## src/mrr_cfg.svh

```systemverilog
`ifndef MRR_CFG_SVH
`define MRR_CFG_SVH

// Register indices; the byte address is four times the index.
`define MRR_IDX_DIAG_FIRST 8'h57
`define MRR_IDX_DIAG_SECOND 8'h58
`define MRR_IDX_AUX_ZERO 8'h59
`define MRR_IDX_AUX_ONE 8'h5a
`define MRR_IDX_AUX_TWO 8'h5b
`define MRR_IDX_DIAG_CONFIG 8'h60
`define MRR_IDX_SIDE_CONFIG 8'h61
`define MRR_IDX_FRESH 8'h62

// Result field: 14 bits placed in bits 15:2.
`define MRR_RESULT_WIDTH 14
`define MRR_RESULT_LSB 2
`define MRR_RESULT_RESET 14'h0000

// Diagnostic configuration fields.
`define MRR_DIAG_FIRST_LSB 0
`define MRR_DIAG_SECOND_LSB 8
`define MRR_DIAG_CONFIG_RESET 32'h0000_0000

// Side-channel configuration fields.
`define MRR_PIN_CFG_LSB 0
`define MRR_ENABLE_LSB 8
`define MRR_RATIO_LSB 16
`define MRR_SIDE_CONFIG_RESET 32'h0000_0000

// Fresh-result flags.
`define MRR_FRESH_DIAG_FIRST 0
`define MRR_FRESH_DIAG_SECOND 1
`define MRR_FRESH_AUX_LSB 2

// Widths and counts.
`define MRR_INDEX_WIDTH 4
`define MRR_CHOICE_WIDTH 4
`define MRR_AUX_COUNT 3

`endif

```

## src/mrr_pkg.sv

```systemverilog
`include "mrr_cfg.svh"

package mrr_pkg;

    // Kind of converter result on the result strobe.
    typedef enum logic {
        MRR_KIND_DIAG,
        MRR_KIND_AUX
    } mrr_kind_type;

    // One converter result, offered for one cycle.
    typedef struct packed {
        logic valid;
        mrr_kind_type kind;
        logic [`MRR_INDEX_WIDTH-1:0] index;
        logic [`MRR_RESULT_WIDTH-1:0] data;
    } mrr_sample_type;

    // Phase of the bus slave.
    typedef enum logic {
        MRR_PHASE_IDLE,
        MRR_PHASE_DONE
    } mrr_phase_type;

endpackage

```

## src/mrr_readback.sv

```systemverilog
// Chosen here: the APB slave port.
`timescale 1ns/1ps
`include "mrr_cfg.svh"

module mrr_readback #(
    parameter int ADDR_WIDTH = 12,
    parameter int AUX_COUNT = `MRR_AUX_COUNT,
    parameter int CHOICE_WIDTH = `MRR_CHOICE_WIDTH
) (
    // Clock and reset.
    input wire logic pclk,
    input wire logic presetn,
    // APB slave.
    input wire logic psel,
    input wire logic penable,
    input wire logic pwrite,
    input wire logic [ADDR_WIDTH-1:0] paddr,
    input wire logic [31:0] pwdata,
    output logic [31:0] prdata,
    output logic pready,
    output logic pslverr,
    // Converter results.
    input wire mrr_pkg::mrr_sample_type sample,
    // Settings toward the converter sequencer.
    output logic [CHOICE_WIDTH-1:0] diag_choice_first,
    output logic [CHOICE_WIDTH-1:0] diag_choice_second,
    output logic [AUX_COUNT-1:0] side_pin_config,
    output logic [AUX_COUNT-1:0] side_measure_enable,
    output logic [AUX_COUNT-1:0] side_ratio_mode
);

    // ---------------------------------------------------------------
    // State
    // ---------------------------------------------------------------

    typedef struct packed {
        mrr_pkg::mrr_phase_type phase;
        logic [31:0] rdata;
        logic ready;
        logic err;
        logic [CHOICE_WIDTH-1:0] choice_first;
        logic [CHOICE_WIDTH-1:0] choice_second;
        logic [AUX_COUNT-1:0] pin_cfg;
        logic [AUX_COUNT-1:0] enable;
        logic [AUX_COUNT-1:0] ratio;
        logic [AUX_COUNT+1:0] fresh;
    } mrr_state_type;

    mrr_state_type state;
    mrr_state_type next_state;

    logic load_diag_first;
    logic load_diag_second;
    logic [AUX_COUNT-1:0] load_aux;
    logic [15:0] diag_first_word;
    logic [15:0] diag_second_word;
    logic [15:0] aux_word [AUX_COUNT];
    logic [AUX_COUNT+1:0] fresh_set;
    logic complete;
    logic [7:0] access_index;

    // ---------------------------------------------------------------
    // Decoding
    // ---------------------------------------------------------------

    // Word index of an address; an address above the decoded range maps to an unused index.
    function automatic logic [7:0] mrr_index(input logic [ADDR_WIDTH-1:0] addr);
        logic [ADDR_WIDTH-1:0] word_addr;
        word_addr = addr >> 2;
        if (word_addr > ADDR_WIDTH'(8'hff)) begin
            mrr_index = 8'hff;
        end else begin
            mrr_index = word_addr[7:0];
        end
    endfunction

    // True when an index names a register this block holds.
    function automatic logic mrr_mapped(input logic [7:0] idx);
        mrr_mapped = (idx == `MRR_IDX_DIAG_FIRST) || (idx == `MRR_IDX_DIAG_SECOND)
            || (idx == `MRR_IDX_AUX_ZERO) || (idx == `MRR_IDX_AUX_ONE)
            || (idx == `MRR_IDX_AUX_TWO) || (idx == `MRR_IDX_DIAG_CONFIG)
            || (idx == `MRR_IDX_SIDE_CONFIG) || (idx == `MRR_IDX_FRESH);
    endfunction

    assign access_index = mrr_index(paddr);

    // The transfer completes on the edge where the master sees pready.
    assign complete = (state.phase == mrr_pkg::MRR_PHASE_DONE) && psel && penable;

    // ---------------------------------------------------------------
    // Result storage
    // ---------------------------------------------------------------

    // Route each converter result to the slot that wants it.
    mrr_sample_match #(
        .AUX_COUNT(AUX_COUNT),
        .CHOICE_WIDTH(CHOICE_WIDTH)
    ) u_match (
        .sample(sample),
        .diag_choice_first(state.choice_first),
        .diag_choice_second(state.choice_second),
        .side_pin_config(state.pin_cfg),
        .side_measure_enable(state.enable),
        .load_diag_first(load_diag_first),
        .load_diag_second(load_diag_second),
        .load_aux(load_aux)
    );

    // Diagnostic slots are always visible.
    mrr_result_reg u_diag_first (
        .pclk(pclk),
        .presetn(presetn),
        .load(load_diag_first),
        .data(sample.data),
        .visible(1'b1),
        .word(diag_first_word)
    );

    mrr_result_reg u_diag_second (
        .pclk(pclk),
        .presetn(presetn),
        .load(load_diag_second),
        .data(sample.data),
        .visible(1'b1),
        .word(diag_second_word)
    );

    // One auxiliary slot per channel, hidden unless its pin is analog.
    genvar n;
    generate
        for (n = 0; n < AUX_COUNT; n = n + 1) begin : g_aux
            mrr_result_reg u_aux (
                .pclk(pclk),
                .presetn(presetn),
                .load(load_aux[n]),
                .data(sample.data),
                .visible(state.pin_cfg[n]),
                .word(aux_word[n])
            );
        end
    endgenerate

    // Events that mark a slot as holding a new result.
    assign fresh_set = {load_aux, load_diag_second, load_diag_first};

    // ---------------------------------------------------------------
    // Bus slave and settings
    // ---------------------------------------------------------------

    // Answer each access one cycle after its access phase begins.
    always_comb begin
        next_state = state;
        next_state.fresh = state.fresh;
        unique case (state.phase)
            mrr_pkg::MRR_PHASE_IDLE: begin
                next_state.ready = 1'b0;
                next_state.err = 1'b0;
                if (psel && penable) begin
                    next_state.phase = mrr_pkg::MRR_PHASE_DONE;
                    next_state.ready = 1'b1;
                    next_state.err = !mrr_mapped(access_index);
                    next_state.rdata = 32'h0000_0000;
                    if (!pwrite) begin
                        // Read data is formed here and held until the transfer completes.
                        case (access_index)
                            `MRR_IDX_DIAG_FIRST: next_state.rdata = {16'h0000, diag_first_word};
                            `MRR_IDX_DIAG_SECOND: next_state.rdata = {16'h0000, diag_second_word};
                            `MRR_IDX_AUX_ZERO: next_state.rdata = {16'h0000, aux_word[0]};
                            `MRR_IDX_AUX_ONE: next_state.rdata = {16'h0000, aux_word[1]};
                            `MRR_IDX_AUX_TWO: next_state.rdata = {16'h0000, aux_word[2]};
                            `MRR_IDX_DIAG_CONFIG: begin
                                next_state.rdata[`MRR_DIAG_FIRST_LSB +: CHOICE_WIDTH] = state.choice_first;
                                next_state.rdata[`MRR_DIAG_SECOND_LSB +: CHOICE_WIDTH] = state.choice_second;
                            end
                            `MRR_IDX_SIDE_CONFIG: begin
                                next_state.rdata[`MRR_PIN_CFG_LSB +: AUX_COUNT] = state.pin_cfg;
                                next_state.rdata[`MRR_ENABLE_LSB +: AUX_COUNT] = state.enable;
                                next_state.rdata[`MRR_RATIO_LSB +: AUX_COUNT] = state.ratio;
                            end
                            `MRR_IDX_FRESH: next_state.rdata[AUX_COUNT+1:0] = state.fresh;
                            default: next_state.rdata = 32'h0000_0000;
                        endcase
                    end
                end
            end
            mrr_pkg::MRR_PHASE_DONE: begin
                next_state.phase = mrr_pkg::MRR_PHASE_IDLE;
                next_state.ready = 1'b0;
                next_state.err = 1'b0;
                if (complete && pwrite) begin
                    // Only the setting registers take writes; result registers ignore them.
                    case (access_index)
                        `MRR_IDX_DIAG_CONFIG: begin
                            next_state.choice_first = pwdata[`MRR_DIAG_FIRST_LSB +: CHOICE_WIDTH];
                            next_state.choice_second = pwdata[`MRR_DIAG_SECOND_LSB +: CHOICE_WIDTH];
                        end
                        `MRR_IDX_SIDE_CONFIG: begin
                            next_state.pin_cfg = pwdata[`MRR_PIN_CFG_LSB +: AUX_COUNT];
                            next_state.enable = pwdata[`MRR_ENABLE_LSB +: AUX_COUNT];
                            next_state.ratio = pwdata[`MRR_RATIO_LSB +: AUX_COUNT];
                        end
                        default: next_state.rdata = state.rdata;
                    endcase
                end
                if (complete && !pwrite && (access_index == `MRR_IDX_FRESH)) begin
                    // Clear only what was reported; a new result in this cycle survives.
                    next_state.fresh = state.fresh & ~state.rdata[AUX_COUNT+1:0];
                end
            end
        endcase
        // Setting a fresh flag wins over clearing it.
        next_state.fresh = next_state.fresh | fresh_set;
    end

    // Register the whole state.
    always_ff @(posedge pclk or negedge presetn) begin
        if (!presetn) begin
            state.phase <= mrr_pkg::MRR_PHASE_IDLE;
            state.rdata <= 32'h0000_0000;
            state.ready <= 1'b0;
            state.err <= 1'b0;
            state.choice_first <= CHOICE_WIDTH'(`MRR_DIAG_CONFIG_RESET >> `MRR_DIAG_FIRST_LSB);
            state.choice_second <= CHOICE_WIDTH'(`MRR_DIAG_CONFIG_RESET >> `MRR_DIAG_SECOND_LSB);
            state.pin_cfg <= AUX_COUNT'(`MRR_SIDE_CONFIG_RESET >> `MRR_PIN_CFG_LSB);
            state.enable <= AUX_COUNT'(`MRR_SIDE_CONFIG_RESET >> `MRR_ENABLE_LSB);
            state.ratio <= AUX_COUNT'(`MRR_SIDE_CONFIG_RESET >> `MRR_RATIO_LSB);
            state.fresh <= '0;
        end else begin
            state <= next_state;
        end
    end

    // ---------------------------------------------------------------
    // Outputs
    // ---------------------------------------------------------------

    // Every output is a flip-flop of the state.
    assign prdata = state.rdata;
    assign pready = state.ready;
    assign pslverr = state.err;
    assign diag_choice_first = state.choice_first;
    assign diag_choice_second = state.choice_second;
    assign side_pin_config = state.pin_cfg;
    assign side_measure_enable = state.enable;
    // The converter uses this to pick the supply or the reference as full scale.
    assign side_ratio_mode = state.ratio;

endmodule

```

## src/mrr_result_reg.sv

```systemverilog
`timescale 1ns/1ps
`include "mrr_cfg.svh"

module mrr_result_reg (
    // Clock and reset.
    input wire logic pclk,
    input wire logic presetn,
    // Load side.
    input wire logic load,
    input wire logic [`MRR_RESULT_WIDTH-1:0] data,
    // Read side.
    input wire logic visible,
    output logic [15:0] word
);

    typedef struct packed {
        logic [`MRR_RESULT_WIDTH-1:0] held;
    } mrr_slot_type;

    mrr_slot_type state;
    mrr_slot_type next_state;

    // Keep the last result; a skipped channel simply sees no load.
    always_comb begin
        next_state = state;
        if (load) begin
            next_state.held = data;
        end
    end

    // Result storage starts at zero.
    always_ff @(posedge pclk or negedge presetn) begin
        if (!presetn) begin
            state.held <= `MRR_RESULT_RESET;
        end else begin
            state <= next_state;
        end
    end

    // Left-justify the result, low bits zero, hidden when the pin is not analog.
    assign word = visible ? {state.held, 2'b00} : 16'h0000;

endmodule

```

## src/mrr_sample_match.sv

```systemverilog
`timescale 1ns/1ps
`include "mrr_cfg.svh"

module mrr_sample_match #(
    parameter int AUX_COUNT = `MRR_AUX_COUNT,
    parameter int CHOICE_WIDTH = `MRR_CHOICE_WIDTH
) (
    // Converter result.
    input wire mrr_pkg::mrr_sample_type sample,
    // Settings.
    input wire logic [CHOICE_WIDTH-1:0] diag_choice_first,
    input wire logic [CHOICE_WIDTH-1:0] diag_choice_second,
    input wire logic [AUX_COUNT-1:0] side_pin_config,
    input wire logic [AUX_COUNT-1:0] side_measure_enable,
    // Loads.
    output logic load_diag_first,
    output logic load_diag_second,
    output logic [AUX_COUNT-1:0] load_aux
);

    logic is_diag;
    logic is_aux;

    // Classify the strobe.
    assign is_diag = sample.valid && (sample.kind == mrr_pkg::MRR_KIND_DIAG);
    assign is_aux = sample.valid && (sample.kind == mrr_pkg::MRR_KIND_AUX);

    // A diagnostic result lands where its code matches the selection.
    assign load_diag_first = is_diag && (sample.index == `MRR_INDEX_WIDTH'(diag_choice_first));
    assign load_diag_second = is_diag && (sample.index == `MRR_INDEX_WIDTH'(diag_choice_second));

    // An auxiliary result lands only on an analog, enabled channel.
    genvar n;
    generate
        for (n = 0; n < AUX_COUNT; n = n + 1) begin : g_aux
            assign load_aux[n] = is_aux && (sample.index == `MRR_INDEX_WIDTH'(n))
                && side_pin_config[n] && side_measure_enable[n];
        end
    endgenerate

endmodule
```

## config.mk

```make
export PLATFORM = sky130hd
export DESIGN_NAME = mrr_readback
export DESIGN_NICKNAME = d
export VERILOG_FILES = /design/src/mrr_pkg.sv /design/src/mrr_readback.sv /design/src/mrr_result_reg.sv /design/src/mrr_sample_match.sv
export VERILOG_INCLUDE_DIRS = /design/src
export SDC_FILE = /design/constraint.sdc
export NUM_CORES = 1
export LEC_CHECK = 0
export BUFFER_PORTS_ARGS = -buffer_cell sky130_fd_sc_hd__buf_2
export CORE_ASPECT_RATIO = 0.75
export CORE_MARGIN = 5
export CORE_UTILIZATION = 30
export DETAILED_ROUTE_END_ITERATION = 7
export PLACE_DENSITY_LB_ADDON = 0.05
export SKIP_LAST_GASP = 1
export SLEW_MARGIN = 20
export SYNTH_ARGS = -nofsm -noshare
export SYNTH_HDL_FRONTEND = slang
export SYNTH_SLANG_ARGS = --single-unit
```

## constraint.sdc

```tcl
create_clock -name pclk -period 4.88 [get_ports pclk]
set_clock_uncertainty 0.1 [all_clocks]
set_input_delay 0.244 -clock pclk [delete_from_list [all_inputs] [get_ports pclk]]
set_output_delay 0.244 -clock pclk [all_outputs]
set_load 0.02 [all_outputs]
```

Yosys cells after proc, flatten, opt, wreduce, memory -nomap -nowiden
Index checks and enable logic that the tools add are counted.
Widths: inputs -> output; s select.
Storage, ports and cells
  flip-flop bits (word level): 127
  logic and storage cells: 83
  output and inout bits: 51
  input bits: 69
Operators by class
  bitwise operators: 5
  reduce and logical (&&, ||, !) cells: 32
  order comparisons: 1
  multiplexer cells: 17
  eq/ne operators: 13
Operators by type and width (count)
  $pmux 35 s2: 1
  $eq 8x7->1 const B: 8
  $mux 16: 3
  $mux 35: 1
  $pmux 3 s8: 1
  $pmux 3 s7: 1
  $pmux 4 s5: 1
  $logic_and 1x1->1: 19
  $mux 19: 1
  $pmux 3 s5: 1
  $pmux 1 s6: 2
  $gt 10x8->1 const B: 1
  $mux 5: 2
  $eq 4x4->1: 2
  $mux 8: 1
  $logic_or 1x1->1: 7
  $pmux 1 s7: 1
  $reduce_and 3->1: 2
  $and 5x5->5: 1
  $not 5->5: 1
  $or 5x5->5: 1
  $eq 4x1->1 const B: 1
  $eq 4x2->1 const B: 1
  $logic_not 4->1: 1
  5 further kinds: 7

Depth between registers and ports, before layout
Gate-level depths: netlist of the first run.
  word-level depth: 13
  depth in mapped cells: 6
  depth with buffers taken out: 4

Cells and area by module
A second synthesis of the first run with hierarchy kept.
Unflattened totals
  cell total of the unflattened synthesis: 571
  area, all modules: 6319.8 µm²
Modules (own cells, without submodules)
  mrr_result_reg: instances 5, seq. area each 350.3 µm², area an instance 629.4 µm², cells each 47
  mrr_readback: instances 1, seq. area each 1076.0 µm², area an instance 3020.4 µm², cells each 315
  mrr_sample_match: instances 1, seq. area each 0.0 µm², area an instance 152.6 µm², cells each 21

Least setup slack after synthesis of the first run
Ideal clock, no wire load.
  kind: input-to-reg
  from: input paddr[11]
  to: register state (netlist bit side_measure_enable[0])
  setup slack: 2611 ps
  arrival time: 2044 ps
  stages on the path: 5
  buffers on the path: 1
  setup time: 125 ps
  data required time: 4655 ps
  cells stage by stage: buf_2 or4b_4 or2_1 nor4_4 mux2_2
On the way
  cells in the longest elaborated chain, start to end: 4
RTL lines
  start, declared: RTL line mrr_readback.sv:17  | input wire logic [ADDR_WIDTH-1:0] paddr,
  $gt 10x8->1: RTL line mrr_readback.sv:70  | if (word_addr > ADDR_WIDTH'(8'hff)) begin
  $mux 8: RTL line mrr_readback.sv:70
  $eq 8x7->1: RTL line mrr_readback.sv:192  | case (access_index)
  $reduce_and 3->1 (no source line)
  end signal, assigned: RTL line mrr_readback.sv:229  | state <= next_state;
  end, declared: RTL line mrr_readback.sv:49  | mrr_state_type state;
Every way passes these cells.
A chain may end at the register's enable or synchronous reset.

Final worst setup path of the first run
  from: input paddr[4]
  to: register state (netlist bit side_measure_enable[1])
On the way
  cells in the longest elaborated chain, start to end: 4
RTL lines (RTL line)
  $gt 10x8->1: mrr_readback.sv:70
  $mux 8 (*): mrr_readback.sv:70
  $eq 8x7->1 (*): mrr_readback.sv:192
  $reduce_and 3->1 (no source line) (*)
Mark *: on every way between the ends. The rest lies on a longest branch, timed or not.

==> results.py, run 1 <==
metrics = {
    "outcome": {
        "outcome": "finished clean",
    },
    "clock_tree": {
        "htreeDepth": 4,
        "root_buffer": "clkbuf_16",
        "clkSinkCount": 113,
        "cts_buffers": 17,
        "cts_max_path_buffers": 2,
        "cts_tree": "built",
        "clkLatencyLatePin_ps": 410,
        "cts_resized": 0,
        "clkSlewWorstSetupHoldPaths_ps": 50,
    },
    "placed_design": {
        "port_buffers": 83,
        "dp.final_hpwl_mm": 11.2,
        "dp_slack_ps": 2020,
        "gp_congestion": 0.748,
    },
    "synthesis": {
        "synthTopCellsByArea": "dfrtp_1, mux2_2, buf_4, nand3_1, a32oi_1",
        "ys_warn_count": 0,
        "synth_edf_count": 0,
        "ys_seq_elements": 113,
        "avgSynthCellArea_um2": 11.8,
        "syn-cell-area_mm2": 0.00567,
        "ys_seq_area_frac": 0.499,
        "synth_cell_types": 55,
        "syn_inst": 481,
        "postSynth.asyncResetShare": 1.00,
        "synth_top_area_frac": 0.499,
        "ys_top_cells_by_count": "dfrtp_1, mux2_2, buf_4",
        "synth_flop_cell": "dfrtp_1",
        "synth_most_common_cell": "dfrtp_1",
        "synth_top_area_cell": "dfrtp_1",
    },
    "critical_path": {
        "cp_data_arrival_time_ps": 2610,
        "worstPathRequired_ps": 5070,
        "worstSetupPathDepth": 5,
        "end_kind": "register",
        "cpPeakStageDelay_ps": 850,
        "cp_cell_sequence": "buf_2 > or4b_2 > or2_1 > nor4_4 > mux2_2",
        "crit_slowest_cell": "or4b_2",
        "path_max_fanout": 11,
        "startpoint_type": "input port",
        "cp.buffers_inverters": 1,
        "r2r_cells": 4,
        "cpLargestDelayFamily": "simple AND/OR/NAND/NOR gates",
        "worstSetupPathType": "in -> reg",
    },
    "floorplan": {
        "die_w_um": 169,
        "start_util": 0.306,
        "dieHeight_um": 129,
        "die_area_mm2": 0.0218,
        "ios": 120,
        "row_count": 43,
        "coreArea_mm2": 0.0185,
    },
    "sta": {
        "slew_viol_final": 0,
        "clock.fmax_ghz": 0.414,
        "rsz0062_at_grt": "no",
        "relSlewSlack": 0.281,
        "final_hold_viol_count": 0,
        "timing.hold.ws_ps": 22.4,
        "period_share": 0.495,
        "setup_slack_ps": 2460,
        "setup_viol": 0,
        "post-route-min-period_ps": 2420,
        "fin_setup_tns_ps": 0,
        "worst_slew_pin_slew_ps": 1080,
    },
    "finish": {
        "syn_to_final_growth_pct": 21.0,
        "diodes": 0,
        "fin_util": 0.371,
        "nets": 614,
        "drive_gt1_frac": 0.404,
        "fillers": 1856,
        "multi_input_area_mm2": 0.00248,
        "seqCellArea_mm2": 0.00283,
    },
    "drt": {
        "via_count": 4058,
        "wl_met2_mm": 7.40,
        "drtIter0Drc": 226,
        "dr.pass1.iters": 4,
        "ant_nets": 0,
        "via_per_inst": 5.05,
        "m1WireLength_mm": 8.49,
        "dr_wl_met3_um": 857,
        "drc_errors": 0,
        "wl_per_cell_um": 21.0,
        "top_layer": "met4",
        "wl_mm": 16.9,
    },
    "power": {
        "peakVddDrop_mv": 0.152,
        "power.total_w": 0.00246,
        "p_per_area_mw_per_mm2": 358,
        "p_leak_nw": 3.23,
    },
    "grt": {
        "track_usage": 0.162,
        "grt-ovfl-total": 0,
        "grt_pass1_wl_mm": 26.4,
        "grt_max_degree": 71,
        "grt_pass1_vias": 4245,
        "antenna_found_initial": 0,
    },
    "min_path": {
        "hp-class": "in -> reg",
        "hold_depth": 2,
    },
    "run": {
        "drv_cap": 0,
    },
}
[worst register-to-register path, delay by kind of cell (launching register included)]
family,cells,cell delay [ps]
muxes,1,430
xor gates and xnor gates,1,190
DFF,1,440
and+or+nand+nor,2,970
[power by group]
part / switching (W) / internal (W)
Sequential: 0.0000246 / 0.000989
Combinational: 0.0000940 / 0.0000717
Clock: 0.000437 / 0.000839
[layout make-up]
cell class                 instances  share of cell area
tap                              247              0.0451
inverter                           4             0.00219
clock buffer                      22              0.0691
sequential                       113               0.412
clock inverter                     9              0.0192
timing repair buffer             104              0.0905
multi-input combinational        305               0.362
[worst paths after layout]
| path | startpoint | to | slack (ps) |
|---|---|---|---|
| setup / recovery | paddr[4] | side_measure_enable[1] | 2460 |
| hold / removal | sample[5] | g_aux[2].u_aux.state[5] | 20 |
| setup reg to reg | diag_choice_first[2] | u_diag_first.state[0] | 2630 |
| hold reg to reg | prdata[18] | prdata[18] | 360 |
| max in group asynchronous | presetn | prdata[2] | 3060 |
| min in group asynchronous | presetn | diag_choice_second[3] | 430 |
[cells in the final DEF (no fill, tap or decap), types with 3 or more instances in the layout]
| cell | instances |
|---|---|
| dlygate4sd3_1 | 12 |
| nor3_4 | 4 |
| dfrtp_1 | 113 |
| nor4_2 | 3 |
| a32oi_1 | 13 |
| clkbuf_8 | 3 |
| nor2_1 | 6 |
| mux2_2 | 89 |
| a22oi_1 | 8 |
| a22o_1 | 7 |
| xnor2_1 | 6 |
| inv_1 | 4 |
| nand2_1 | 26 |
| clkbuf_16 | 17 |
| and3_1 | 6 |
| nor3_1 | 4 |
| mux2i_1 | 3 |
| clkinvlp_4 | 3 |
| o211ai_1 | 7 |
| nand2b_1 | 3 |
| conb_1 | 13 |
| and2_1 | 11 |
| a21o_1 | 9 |
| o21ai_0 | 14 |
| nor4_1 | 5 |
| nand3_1 | 23 |
| a32o_1 | 4 |
| buf_4 | 8 |
| bufinv_16 | 3 |
| nand4b_1 | 3 |
| buf_2 | 82 |
[per-layer routing]
| metal | GRT usage | vias to the layer above |
|---|---|---|
| met5 | 0 | - |
| met3 | 0.0400 | 7 |
| li1 | - | 1846 |
| met1 | 0.240 | 2108 |
| met4 | 0.0353 | 0 |
| met2 | 0.242 | 97 |
[stage by stage]
| stage | cell area (µm²) | std cells |
|---|---|---|
| after global routing | 6860 | 804 |
| after CTS | 6830 | 803 |
| final | 6860 | 804 |
| after detailed placement | 6110 | 760 |
| after floorplan | 5720 | 493 |
| after global placement | 6090 | 759 |
[registers in the layout (all words and copies together) (netlist names)]
register	count
g_aux.u_aux.state	42
prdata	19
u_diag_first.state	14
u_diag_second.state	14
state	6
diag_choice_first	4
diag_choice_second	4
side_measure_enable	3
side_pin_config	3
side_ratio_mode	3
pslverr	1
[kinds of logic after synthesis]
group / count (synthesis) / synth area share
AO/OA/AOI/OAI: 80 / 0.108
XOR/XNOR: 8 / 0.0124
buffers and inverters: 75 / 0.0830
flip-flops: 113 / 0.499
multiplexers: 92 / 0.182
other: 1 / 0.000661
AND/OR/NAND/NOR: 112 / 0.116
[repair_timing]
action	CTS	global route
endpoints found under the hold margin	86	0
hold buffers	12	0
buffers inserted	0	0
Note: power is estimated with default switching activity, not from simulation.
==> inputs of run 2 (changes only) <==
--- a/config.mk
+++ b/config.mk
@@ -6,6 +6,7 @@
 export SDC_FILE = /design/constraint.sdc
 export NUM_CORES = 1
 export LEC_CHECK = 0
+export ABC_AREA = 1
 export BUFFER_PORTS_ARGS = -buffer_cell sky130_fd_sc_hd__buf_2
 export CORE_ASPECT_RATIO = 0.75
 export CORE_MARGIN = 5
==> constraint.sdc (replaced) <==
create_clock -name pclk -period 2.2 [get_ports pclk]
set_clock_uncertainty 0.1 [all_clocks]
set_input_delay 0.11 -clock pclk [delete_from_list [all_inputs] [get_ports pclk]]
set_output_delay 0.11 -clock pclk [all_outputs]
set_load 0.02 [all_outputs]
==> run 2 against run 1 <==
Compared with the run above: cell area up 4.9%; critical path depth up 2; sequential power up 140%; register-to-register slack worse by 2100 ps; clock power up 110%; clock-buffer cell count down 2; total power up 130%; combinational power rose to 2.8 times the previous value; setup slack worse by 2000 ps; synthesized area up 3.3%; flip-flop and latch count unchanged; first-iteration DRC count up 17%; critical endpoint is now prdata[5]; largest power group unchanged.
==> results.py, run 2 <==
metrics = {
    "critical_path": {
        "end_kind": "register",
        "worstPathRequired_ps": 2450,
        "path_max_fanout": 5,
        "r2r-start": "state[56]",
        "reg2reg_slack_ps": 490,
        "startpoint_type": "register",
        "critPathCapture": "prdata[5]",
        "cp_data_arrival_time_ps": 1960,
        "worstSetupPathType": "reg -> reg",
        "crit_path_start": "state[56]",
        "r2r-end": "prdata[5]",
        "r2r_cells": 7,
    },
    "synthesis": {
        "synth_flop_cell": "dfrtp_1",
        "synth_most_common_cell": "nand2_1",
        "syn-cell-area_mm2": 0.00586,
        "synth-compound-area-share": 0.110,
        "synth_top_family_by_area": "simple AND/OR/NAND/NOR gates",
        "synth_xor_area_frac": 0.00299,
        "synth_edf_count": 0,
        "syn_inst": 737,
        "synth_top_area_frac": 0.483,
        "synthTopCellsByArea": "dfrtp_1, nand2_1, o21ai_0, buf_4, nand3_1",
        "avgSynthCellArea_um2": 7.95,
        "ys_seq_area_frac": 0.483,
        "synth_fa_ha_area_frac": 0,
        "synth_cell_types": 37,
        "ys_top_cells_by_count": "nand2_1, dfrtp_1, o21ai_0",
        "ys_seq_elements": 113,
        "ys_warn_count": 0,
        "postSynth.asyncResetShare": 1.00,
        "synth_top_area_cell": "dfrtp_1",
        "synth.area.mux_share": 0.00684,
        "synth-simple-area-share": 0.255,
    },
    "finish": {
        "largest_register_ffs": 42,
        "design_area_mm2": 0.00719,
        "drive_gt1_frac": 0.191,
        "diodes": 0,
        "syn_to_final_growth_pct": 22.8,
        "nets": 897,
        "layout_commonest_cell": "nand2_1",
        "mostFrequentLayoutCells": "nand2_1, dfrtp_1, o21ai_0, buf_2, inv_1",
        "largest_register": "g_aux.u_aux.state",
    },
    "floorplan": {
        "ios": 120,
        "die_w_um": 171,
        "dieHeight_um": 131,
        "coreArea_mm2": 0.0193,
        "die_area_mm2": 0.0224,
        "start_util": 0.304,
        "row_count": 44,
    },
    "clock_tree": {
        "cts_max_path_buffers": 2,
        "cts_buffers": 17,
        "cts_tree": "built",
        "htreeDepth": 4,
        "clkSinkCount": 113,
        "clkLatencyLatePin_ps": 410,
        "root_buffer": "clkbuf_16",
        "clkSlewWorstSetupHoldPaths_ps": 60,
    },
    "grt": {
        "grt_pass1_wl_mm": 28.4,
        "grt_pass1_vias": 4995,
        "grt_max_degree": 114,
        "track_usage": 0.168,
        "antenna_found_initial": 0,
        "grt-ovfl-total": 0,
    },
    "sta": {
        "setup_viol": 0,
        "period_share": 0.778,
        "final_hold_viol_count": 0,
        "slew_viol_final": 0,
        "rsz0062_at_grt": "no",
        "clock.fmax_ghz": 0.584,
        "fin_setup_tns_ps": 0,
        "worst_slew_pin_slew_ps": 676,
        "post-route-min-period_ps": 1710,
        "relSlewSlack": 0.549,
    },
    "drt": {
        "ant_nets": 0,
        "drc_errors": 0,
        "wl_per_cell_um": 16.3,
        "via_per_inst": 4.59,
        "via_count": 5025,
        "dr.pass1.iters": 4,
        "drtIter0Drc": 265,
        "wl_mm": 17.8,
    },
    "placed_design": {
        "placed_area_mm2": 0.00633,
        "gp_congestion": 0.787,
        "dp.final_hpwl_mm": 12.1,
        "port_buffers": 83,
    },
    "min_path": {
        "hp-class": "in -> async",
    },
    "power": {
        "p_per_area_mw_per_mm2": 768,
        "p_int_w": 0.00418,
        "power.switching_w": 0.00135,
        "p_leak_nw": 3.70,
        "peakVddDrop_mv": 0.361,
        "power_frac_comb": 0.083,
        "power.total_w": 0.00553,
        "power_frac_clock": 0.483,
        "power_frac_seq": 0.434,
        "p_sw_frac": 0.244,
    },
    "run": {
        "drv_cap": 0,
    },
    "outcome": {
        "outcome": "finished clean",
    },
}
[run 2: worst max-delay path, cell delays in order (launching register included)]
cell	delay [ps]
dfrtp_1	380
nor2_1	250
inv_2	60
nor2_1	140
inv_1	110
a21oi_4	250
o21ai_0	250
nand2_1	100
[run 2: layout make-up]
cell class,count,area (µm²)
sequential,113,2830
fill,2049,12100
clock inverter,12,115
clock buffer,20,457
timing repair buffer,136,913
multi-input combinational,476,2250
tap,253,317
inverter,84,317
[run 2: power by group through the flow]
| stage | Combinational (W) | Sequential, W | Clock, W |
|---|---|---|---|
| floorplan | 0.000266 | 0.00240 | 0 |
| global placement | 0.000413 | 0.00243 | 0 |
| detailed placement | 0.000428 | 0.00243 | 0 |
| CTS | 0.000468 | 0.00240 | 0.00274 |
| global route | 0.000538 | 0.00242 | 0.00283 |
| finish | 0.000458 | 0.00240 | 0.00267 |
[run 2: repair_timing]
item	CTS	global route
setup buffers	0	0
hold buffers	29	0
endpoints found under the hold margin	204	0
gates resized for setup	0	0
[run 2: how the worst min path moves through the flow]
stage / from / to / slack, ps
global route: presetn / diag_choice_second[3] / 280
floorplan: presetn / diag_choice_first[0] / -290
detailed placement: presetn / diag_choice_second[3] / 160
finish: presetn / diag_choice_second[3] / 200
global placement: presetn / u_diag_first.state[7] / 160
CTS: paddr[3] / state[2] / 210
[run 2: metrics by stage]
stage / worst slack (ps) / std cells / hold slack, ps / util
final: 488 / 1094 / 197 / 0.373
after global routing: 333 / 1094 / 284 / 0.373
after CTS: 491 / 1094 / 212 / 0.373
after detailed placement: 229 / 1033 / 158 / 0.329
after global placement: 254 / 1033 / 157 / 0.329
after floorplan: 635 / 749 / -286 / -
[run 2: cell families after synthesis]
kind of cell	after synthesis
buffers and inverters	160
other	1
xor gates and xnor gates	2
and+or+nand+nor	338
DFF	113
muxes	4
AOI/OAI and AO/OA	119
[run 2: layer usage]
metal	routed length, µm	GRT usage
met2	7710	0.259
met3	878	0.0412
met1	9080	0.241
met5	0	0
met4	129	0.0401
